## src/logic/cmpd_pkg.sv

```systemverilog
// What this block does
// - The result is one when the positive analog input exceeds the negative one, else zero.
// - The comparator and its event logic work only while the enable bit is set.
// - For the plain conditions, the flag is set whenever the sampled result meets the selected condition.
// - The flag stays set until software clears it and is both polled and the irq request.
// - Comparator and event detection are off during idle and power-down.
// - The result is sampled once per machine cycle, at the fourth state slot.
// - Three of the selectable conditions are debounced variants.
// - Debounced conditions time the re-sample with timer 1 overflows.
// - After a relevant transition the block waits for two overflows, then re-samples.
// - A matching re-sample sets the flag; a mismatch drops the event.
// - Timer 1 is never restarted, so the flag comes one to two periods after the edge.
// - Codes: 0 low, 1 rise, 2 toggle deb, 3 rise deb, 4 fall, 5 toggle, 6 fall deb, 7 high.
// - Clearing the enable forces the result low and blocks further events.
// - The comparator interrupt is gated by bit 6 of the interrupt enable register.
package cmpd_pkg;

   localparam logic [11:0] ADDR_CTRL_STATUS = 12'h000;
   localparam logic [11:0] ADDR_STATE       = 12'h004;
   localparam logic [11:0] ADDR_INT_ENABLE  = 12'h008;

   localparam int FLAG_BIT   = 4;
   localparam int ENABLE_BIT = 3;
   localparam int SEL_LSB    = 0;
   localparam int SEL_MSB    = 2;
   localparam int IE_CMP_BIT = 6;
   localparam int ST_RESULT  = 0;
   localparam int ST_PENDING = 1;
   localparam int ST_OVF_LSB = 2;

   localparam logic [2:0] RESET_SELECT = 3'h0;
   localparam logic       RESET_ENABLE = 1'b0;
   localparam logic       RESET_IE     = 1'b0;
   localparam logic [1:0] OVF_NEEDED   = 2'h2;

   localparam int CLK_PERIOD_NS = 10;
   localparam int SETTLE_NS     = 10000;
   localparam int SETTLE_CYCLES = (SETTLE_NS + CLK_PERIOD_NS - 1) / CLK_PERIOD_NS;

   typedef enum logic [2:0] {
      CMPD_LOW_LEVEL   = 3'h0,
      CMPD_RISE        = 3'h1,
      CMPD_TOGGLE_DEB  = 3'h2,
      CMPD_RISE_DEB    = 3'h3,
      CMPD_FALL        = 3'h4,
      CMPD_TOGGLE      = 3'h5,
      CMPD_FALL_DEB    = 3'h6,
      CMPD_HIGH_LEVEL  = 3'h7
   } cmpd_mode_t;

   typedef enum logic {
      CMPD_DEB_IDLE = 1'b0,
      CMPD_DEB_WAIT = 1'b1
   } cmpd_deb_t;

   typedef struct packed {
      logic [2:0] ff;
      logic       level;
   } cmpd_sync_state_t;

   typedef struct packed {
      logic       enable;
      cmpd_mode_t mode;
      logic       flag;
      logic       ie;
      logic       result;
      logic       prev;
      logic       prev_valid;
      cmpd_deb_t  deb;
      logic       want;
      logic [1:0] ovf_count;
      logic [31:0] rdata;
      logic       slverr;
   } cmpd_state_t;

endpackage : cmpd_pkg

```

## src/logic/cmpd_sync.sv

```systemverilog
`timescale 1ns/10ps
module cmpd_sync (
   // Clock and reset
   input  wire logic pclk,
   input  wire logic presetn,
   // Asynchronous level in, filtered level out
   input  wire logic async_in,
   output logic      level
);

   cmpd_pkg::cmpd_sync_state_t st;
   cmpd_pkg::cmpd_sync_state_t next_st;

   // The level only moves once the second and third stages agree.
   always_comb begin
      next_st = st;
      next_st.ff = {st.ff[1:0], async_in};
      if (st.ff[1] == st.ff[2]) begin
         next_st.level = st.ff[2];
      end
   end

   always_ff @(posedge pclk or negedge presetn) begin
      if (!presetn) begin
         st <= '0;
      end else begin
         st <= next_st;
      end
   end

   assign level = st.level;

endmodule : cmpd_sync

```

## src/logic/cmpd_top.sv

```systemverilog
`timescale 1ns/10ps
module cmpd_top (
   // Clock and reset
   input  wire logic        pclk,
   input  wire logic        presetn,
   // APB slave
   input  wire logic        psel,
   input  wire logic        penable,
   input  wire logic        pwrite,
   input  wire logic [11:0] paddr,
   input  wire logic [31:0] pwdata,
   output logic [31:0]      prdata,
   output logic             pready,
   output logic             pslverr,
   // Comparator pin: high while the positive input exceeds the negative input
   input  wire logic        comparator_raw,
   // Core timing and power state
   input  wire logic        fourth_state_slot,
   input  wire logic        timer1_overflow,
   input  wire logic        idle_mode,
   input  wire logic        power_down,
   // Results
   output logic             comparator_result,
   output logic             comparator_irq
);

   cmpd_pkg::cmpd_state_t st;
   cmpd_pkg::cmpd_state_t next_st;

   logic raw_level;
   logic active;
   logic cur;
   logic rise;
   logic fall;
   logic hit_plain;
   logic hit_deb;
   logic confirm_due;
   logic set_flag;
   logic setup;
   logic access;
   logic rd_ctrl_done;

   // The pin is a comparator output from the analog domain.
   cmpd_sync u_sync (
      .pclk     (pclk),
      .presetn  (presetn),
      .async_in (comparator_raw),
      .level    (raw_level)
   );

   function automatic logic is_debounced(input cmpd_pkg::cmpd_mode_t m);
      return (m == cmpd_pkg::CMPD_TOGGLE_DEB) || (m == cmpd_pkg::CMPD_RISE_DEB) ||
             (m == cmpd_pkg::CMPD_FALL_DEB);
   endfunction : is_debounced

   // Condition match for one sample; debounced codes use their plain edge form.
   function automatic logic cond_hit(input cmpd_pkg::cmpd_mode_t m, input logic c,
                                     input logic r, input logic f);
      logic h;
      h = 1'b0;
      case (m)
         cmpd_pkg::CMPD_LOW_LEVEL:  h = !c;
         cmpd_pkg::CMPD_HIGH_LEVEL: h = c;
         cmpd_pkg::CMPD_RISE,
         cmpd_pkg::CMPD_RISE_DEB:   h = r;
         cmpd_pkg::CMPD_FALL,
         cmpd_pkg::CMPD_FALL_DEB:   h = f;
         cmpd_pkg::CMPD_TOGGLE,
         cmpd_pkg::CMPD_TOGGLE_DEB: h = r | f;
         default:                   h = 1'b0;
      endcase
      return h;
   endfunction : cond_hit

   always_comb begin
      active = st.enable && !idle_mode && !power_down;
      cur    = st.result;
      rise   = st.prev_valid && !st.prev && cur;
      fall   = st.prev_valid && st.prev && !cur;
      hit_plain = fourth_state_slot && active && !is_debounced(st.mode) &&
                  cond_hit(st.mode, cur, rise, fall);
      hit_deb   = fourth_state_slot && active && is_debounced(st.mode) &&
                  (st.deb == cmpd_pkg::CMPD_DEB_IDLE) && cond_hit(st.mode, cur, rise, fall);
      confirm_due = fourth_state_slot && active && is_debounced(st.mode) &&
                    (st.deb == cmpd_pkg::CMPD_DEB_WAIT) &&
                    (st.ovf_count == cmpd_pkg::OVF_NEEDED);
      set_flag = hit_plain || (confirm_due && (cur == st.want));
      setup  = psel && !penable;
      access = psel && penable;
      // A read clears the flag only if it returned it, so a set during setup is kept.
      rd_ctrl_done = access && !pwrite && (paddr == cmpd_pkg::ADDR_CTRL_STATUS) &&
                     st.rdata[cmpd_pkg::FLAG_BIT];
   end

   always_comb begin
      next_st = st;

      // Result is forced low whenever the comparator is off.
      next_st.result = raw_level && active;

      if (fourth_state_slot && active) begin
         next_st.prev       = cur;
         next_st.prev_valid = 1'b1;
      end
      if (!active) begin
         next_st.prev_valid = 1'b0;
      end

      // Debounce: overflows are only counted, timer 1 itself runs untouched.
      case (st.deb)
         cmpd_pkg::CMPD_DEB_IDLE: begin
            next_st.ovf_count = 2'h0;
            if (hit_deb) begin
               next_st.deb    = cmpd_pkg::CMPD_DEB_WAIT;
               next_st.want   = cur;
            end
         end
         cmpd_pkg::CMPD_DEB_WAIT: begin
            if (timer1_overflow && (st.ovf_count != cmpd_pkg::OVF_NEEDED)) begin
               next_st.ovf_count = st.ovf_count + 2'h1;
            end
            if (confirm_due) begin
               next_st.deb = cmpd_pkg::CMPD_DEB_IDLE;
            end
         end
         default: next_st.deb = cmpd_pkg::CMPD_DEB_IDLE;
      endcase
      if (!active || !is_debounced(st.mode)) begin
         next_st.deb       = cmpd_pkg::CMPD_DEB_IDLE;
         next_st.ovf_count = 2'h0;
      end

      // Register writes take effect at the completing edge.
      if (access && pwrite) begin
         if (paddr == cmpd_pkg::ADDR_CTRL_STATUS) begin
            next_st.enable = pwdata[cmpd_pkg::ENABLE_BIT];
            next_st.mode   = cmpd_pkg::cmpd_mode_t'(pwdata[cmpd_pkg::SEL_MSB:cmpd_pkg::SEL_LSB]);
         end else if (paddr == cmpd_pkg::ADDR_INT_ENABLE) begin
            next_st.ie = pwdata[cmpd_pkg::IE_CMP_BIT];
         end
      end

      // Reading the control register clears the flag; a new event wins.
      if (set_flag) begin
         next_st.flag = 1'b1;
      end else if (rd_ctrl_done) begin
         next_st.flag = 1'b0;
      end

      // Read data and error are prepared in the setup cycle.
      if (setup) begin
         next_st.rdata  = 32'h0000_0000;
         next_st.slverr = 1'b0;
         if (paddr == cmpd_pkg::ADDR_CTRL_STATUS) begin
            next_st.rdata[cmpd_pkg::FLAG_BIT]   = st.flag;
            next_st.rdata[cmpd_pkg::ENABLE_BIT] = st.enable;
            next_st.rdata[cmpd_pkg::SEL_MSB:cmpd_pkg::SEL_LSB] = st.mode;
         end else if (paddr == cmpd_pkg::ADDR_STATE) begin
            next_st.rdata[cmpd_pkg::ST_RESULT]  = st.result;
            next_st.rdata[cmpd_pkg::ST_PENDING] = (st.deb == cmpd_pkg::CMPD_DEB_WAIT);
            next_st.rdata[cmpd_pkg::ST_OVF_LSB+1:cmpd_pkg::ST_OVF_LSB] = st.ovf_count;
         end else if (paddr == cmpd_pkg::ADDR_INT_ENABLE) begin
            next_st.rdata[cmpd_pkg::IE_CMP_BIT] = st.ie;
         end else begin
            next_st.slverr = 1'b1;
         end
      end
   end

   always_ff @(posedge pclk or negedge presetn) begin
      if (!presetn) begin
         st            <= '0;
         st.enable     <= cmpd_pkg::RESET_ENABLE;
         st.mode       <= cmpd_pkg::cmpd_mode_t'(cmpd_pkg::RESET_SELECT);
         st.ie         <= cmpd_pkg::RESET_IE;
         st.deb        <= cmpd_pkg::CMPD_DEB_IDLE;
      end else begin
         st <= next_st;
      end
   end

   assign pready            = psel && penable;
   assign prdata            = (psel && penable) ? st.rdata : 32'h0000_0000;
   assign pslverr           = psel && penable && st.slverr;
   assign comparator_result = st.result;
   assign comparator_irq    = st.flag && st.ie;
endmodule : cmpd_top

```

## config.mk

```make
export PLATFORM = sky130hd
export DESIGN_NAME = cmpd_top
export DESIGN_NICKNAME = d
export VERILOG_FILES = /design/src/logic/cmpd_pkg.sv /design/src/logic/cmpd_sync.sv /design/src/logic/cmpd_top.sv
export SDC_FILE = /design/constraint.sdc
export NUM_CORES = 1
export LEC_CHECK = 0
export ABC_AREA = 1
export BUFFER_PORTS_ARGS = -buffer_cell sky130_fd_sc_hd__clkbuf_2
export CORE_ASPECT_RATIO = 1.5
export CORE_MARGIN = 3
export CORE_UTILIZATION = 28
export CTS_BUF_LIST = sky130_fd_sc_hd__clkbuf_4
export CTS_CLUSTER_DIAMETER = 50
export DETAILED_ROUTE_END_ITERATION = 8
export RECOVER_POWER = 25
export SLEW_MARGIN = 20
export SYNTH_ARGS = -nofsm -noshare
export SYNTH_HDL_FRONTEND = slang
export SYNTH_SLANG_ARGS = --single-unit
```

## constraint.sdc

```tcl
create_clock -name pclk -period 1.7 [get_ports pclk]
set_input_delay 0.085 -clock pclk [delete_from_list [all_inputs] [get_ports pclk]]
set_output_delay 0.085 -clock pclk [all_outputs]
set_load 0.01 [all_outputs]
```

### Word-level counts from Yosys, hierarchy flattened

Index checks and enable logic that the tools add are counted.

| word-level totals | value |
|---|---|
| flip-flop bits (word level) | 24 |
| input bits | 54 |
| word-level logic and storage cells | 101 |

| operators by class | value |
|---|---|
| $add $sub $neg | 1 |
| equality and inequality tests | 15 |
| mux-type cells | 22 |
| bitwise logic cells | 3 |
| reductions and logical operators | 46 |

Operator list:

| cell | number |
|---|---|
| $logic_and A1 B1 Y1 | 25 |
| $mux W1 | 13 |
| $eq A12 B3 Y1 const B | 1 |
| $eq A12 B4 Y1 const B | 1 |
| $eq A3 B3 Y1 const B | 4 |
| $logic_not A12 Y1 | 1 |
| $logic_not A1 Y1 | 8 |
| $mux W4 | 2 |
| $mux W7 | 1 |
| $eq A3 B2 Y1 const B | 2 |
| $mux W2 | 3 |
| $reduce_or A2 Y1 | 3 |
| $pmux W1 S5 | 1 |
| $logic_or A1 B1 Y1 | 4 |
| $pmux W2 S2 | 1 |
| $reduce_and A2 Y1 | 2 |
| $eq A3 B1 Y1 const B | 1 |
| $logic_not A3 Y1 | 1 |
| $ne A3 B1 Y1 const B | 1 |
| $reduce_and A3 Y1 | 1 |
| $add A2 B1 Y2 const B | 1 |
| $eq A1 B1 Y1 | 2 |
| $eq A2 B2 Y1 const B | 1 |
| $ne A2 B1 Y1 const B | 1 |
| 5 further kinds | 6 |

### Logic depth before layout (Yosys ltp)

| depth | value |
|---|---|
| depth after elaboration | 10 |
| gate-level depth with buffers | 10 |

### Modules after synthesis

From an unflattened synthesis, not the netlist that was laid out.

| unflattened totals | value |
|---|---|
| cells, all modules | 212 |
| area, all modules | 1609.0 um2 |

Modules (own cells, without submodules):

| module | instances | cells each | area an instance (um2) | seq. area each (um2) |
|---|---|---|---|---|
| cmpd_top | 1 | 204 | 1492.7 | 500.5 |
| cmpd_sync | 1 | 8 | 116.4 | 100.1 |

### Worst setup path after synthesis

OpenSTA, ideal clock, no wires.

| timing | value |
|---|---|
| kind | flip-flop to flip-flop |
| start | reg st[33] (netlist bit) |
| end | reg st[34] (netlist bit) |
| library setup time | 0.077 ns |
| arrival | 1.118 ns |
| data required time | 1.623 ns |
| setup slack | 0.505 ns |
| stages on the path, launching flop included | 7 |
| path buffers | 0 |
| clock period less this slack | 1.195 ns |
| path through | dfrtp_1 > inv_1 > ha_1 > inv_1 > nand2_1 > or2_2 > a21oi_1 |

| between the ends | value |
|---|---|
| longest elaborated chain between the ends | 4 |
| elaborated cells between the ends (all ways) | 7 |
| those cells by class | add/sub (1); eq/ne (2); mux (3); reduce/logical (1) |

RTL lines:

| element | RTL line | source |
|---|---|---|
| start, declared | cmpd_top.sv:27 | `cmpd_pkg::cmpd_state_t st;` |
| start signal, assigned | cmpd_top.sv:178 | `st <= next_st;` |
| $add A2 B1 Y2 | cmpd_top.sv:120 | `next_st.ovf_count = st.ovf_count + 2'h1;` |
| $mux W2 | cmpd_top.sv:119 | `if (timer1_overflow && (st.ovf_count != cmpd_pkg::OVF_NEEDED)) begin` |
| $pmux W2 S2 | cmpd_top.sv:110 | `case (st.deb)` |
| $mux W2 | cmpd_top.sv:128 | `if (!active \|\| !is_debounced(st.mode)) begin` |

Parallel ways exist; a longest one is shown, timed or not. The select of a mux whose other input is x is not followed.
A chain may end at the register's enable or synchronous reset.

### Final worst setup path

| timing | value |
|---|---|
| start | reg st[45] (netlist bit) |
| end | reg st[37] (netlist bit) |

| between the ends | value |
|---|---|
| longest elaborated chain between the ends | 4 |
| elaborated cells between the ends (all ways) | 5 |
| those cells by class | eq/ne (1); mux (1); reduce/logical (3) |

RTL lines:

| element | RTL line | source |
|---|---|---|
| $logic_and A1 B1 Y1 (*) (2 in series) | cmpd_top.sv:76 | `active = st.enable && !idle_mode && !power_down;` |
| $logic_and A1 B1 Y1 | cmpd_top.sv:101 | `if (fourth_state_slot && active) begin` |
| $ne A2 B1 Y1 (no line) | -- |  |

Every way passes the cells marked *; elsewhere a longest branch is shown, timed or not.

==> flow_summary.ini <==
[outcome]
outcome = finished, final reports clean

[synth]
ys_ff_latch = 24
seq_area_frac_synth_pct = 38.96
synthCells = 200
yosys-top-cells-area = dfrtp_1 (39%), buf_4 (13%), nand2_1 (9.0%), inv_1 (7.5%), nor2_1 (5.4%)
yosys.area.top_type = dfrtp_1
syn_avg_cell_area_um2 = 7.707
syn_area_mm2 = 0.001541
ys_types = 29
yosys_warnings = 0
yosys.area.top_type_share_pct = 38.96

[sta]
drv_slew = 0
period_share_pct = 79.42
max_freq_mhz = 740.7
rsz0062_at_grt = no
setup_viol = 0
slew_headroom_pct = 58.30
tns_ps = 0
hold_viol_final = 0
clock_skew_ps = 4.012
worst_pin_slew_ps = 625.5
min_period_ps = 1350

[drt]
drc = 0
drtPass1Iterations = 4
wirelength_um = 3129
routed_via_density = 4.135
ant_nets = 0
drtIter0Drc = 39
wl_per_cell_um = 10.03
vias = 1290

[die]
die_y_um = 96.88
die_area_mm2 = 0.006450
core_mm2 = 0.005245
start_util_pct = 29.39
rows = 32
die_w_um = 66.58
io_pins = 90

[critical_path]
worstReg2RegStart = st[45]
timing.rr.end = st[37]
r2r_setup_slack_ps = 350
critPathSlowestCell = dlygate4sd3_1
path_max_fanout = 3
critPathBufInv = 2
critical_path.top_delay_family = buffers and inverters
cp-end-kind = register
cp-start-kind = register
path_cells = inv_1 > nor3_2 > o21a_1 > dlygate4sd3_1
cp_data_required_time_ps = 1960
cp.arrival_ps = 1610
worstRegToRegCells = 4
max_stage_delay_ps = 540
crit_type = reg2reg

[finish]
layout-drive-gt1-share_pct = 22.13
multi_input_area_um2 = 690.7
num-fill-cells = 577
seq_area_um2 = 600.6
n_antenna_cell = 0
final_cell_mix = nand2_1 (38), clkbuf_2 (35), inv_1 (31)
nNetsFinal = 300
syn2layout_area_growth_pct = 14.53
layout_commonest_cell = nand2_1

[global_routing]
overflow = 0
antenna_found_initial = 0
grt.total_usage_pct = 10.56
grt_max_degree = 25
grt_first_pass_wirelength_um = 5402
grt_pass1_vias = 1265

[pwr]
powerDensity_mw_per_mm2 = 586.0
leakagePower_nw = 0.9641
vdd_drop_max_v = 0.0002540
p_total_mw = 1.035

[clock_tree]
clk_pin_slew_ps = 130
cts_max_level = 1
cts_tree = built
cts_root_buf = clkbuf_4
cts_resized = 0
cts_buffer_depth = 2
numCtsBuffers = 3
clock-sinks = 24
postCtsSetupBuffers = 0
clk_latency_ps = 310

[placed_design]
numPortBuffers = 36
dp_hpwl_um = 2519
place_congestion = 0.7660

[job]
drv_cap = 0

[min_path]
hold_path.class = in2reg
hold_end = st[43]
whs_path_depth = 3
worstHoldStart = pwdata[1]
registers in the layout, summed over array words and instances (netlist names):
register	cells
st	19
u_sync.next_st	2
comparator_result	1
u_sync.level	1
u_sync.st	1
logic make-up (layout without fill, tap and decap cells):
family	count (synthesis)	after routing	synth area share [%]
AND/OR/NAND/NOR	90	90	29.79
buffers and inverters	60	79	21.18
flip-flops	24	24	38.96
AO/OA/AOI/OAI	21	21	7.224
adder cells (fa/ha/maj)	2	2	1.461
XOR/XNOR	2	2	1.137
other	1	26	0.2433
metrics by stage:
step / cell area (um^2) / hold WS, ps / std cells / worst slack (ps) / utilization (%)
floorplan: 1635 / -210.6 / 225 / 504.7 / -
global route: 1765 / 3.661 / 312 / 237.9 / 33.66
detailed placement: 1698 / 148.5 / 302 / 386.1 / 32.37
finish: 1765 / 10.91 / 312 / 349.9 / 33.66
CTS: 1784 / 1.617 / 312 / 344.1 / 34.02
global placement: 1698 / 133.3 / 302 / 417.2 / 32.37
report_power, final:
part | switching (mW) | leakage (nW) | internal [mW] | total [mW]
registers | 0.0153 | 0.293 | 0.591 | 0.606
clock network | 0.173 | 0.0154 | 0.0859 | 0.259
logic | 0.107 | 0.656 | 0.0622 | 0.169
worst reg2reg max path: cells and delay by family (launching register included):
family	cells	cell delay, ps
buffers and inverters	2	630
AO/OA/AOI/OAI	1	150
flip-flops	1	340
AND/OR/NAND/NOR	1	180
worst max path at each step:
| stage | endpoint | start | slack, ps | depth (start not counted) |
|---|---|---|---|---|
| 4_1_cts | st[37] | st[45] | 340 | 4 |
| 5_1_grt | st[37] | st[45] | 240 | 4 |
| 2_1_floorplan | st[34] | st[33] | 500 | 6 |
| 3_3_place_gp | st[34] | st[33] | 420 | 6 |
| 3_5_place_dp | st[34] | st[33] | 390 | 6 |
| 6_report | st[37] | st[45] | 350 | 4 |
layout make-up:
cell class / count / share of cell area, %
Inverter: 33 / 7.016
Sequential cell: 24 / 34.02
Multi-Input combinational cell: 141 / 39.12
Timing Repair Buffer: 42 / 13.54
Clock buffer: 3 / 1.276
Tap cell: 68 / 4.819
Clock inverter: 1 / 0.2126
layer usage:
metal / up-vias / wire length, um / GRT usage [%]
met1: 588 / 1221 / 11.62
met2: 48 / 1632 / 18.88
li1: 650 / - / -
met5: - / 0 / 0
met4: 0 / 40 / 4.851
met3: 4 / 234 / 1.858
cells in the mapped netlist (all sizes together):
cell type   n
o21ai      10
conb        1
nor3        3
or2         1
xor2        1
dfrtp      24
nand2      41
xnor2       1
buf        27
a21oi       8
inv        33
ha          1
o21a        1
nand4       2
nor2       30
nand3      13
o31ai       1
maj3        1
o22ai       1
repair_timing:
item,in CTS,in global routing
hold buffers,6,0
hold endpoints to repair,28,0
endpoints found under the setup margin,0,0
Note: power is estimated with default switching activity, not from simulation.
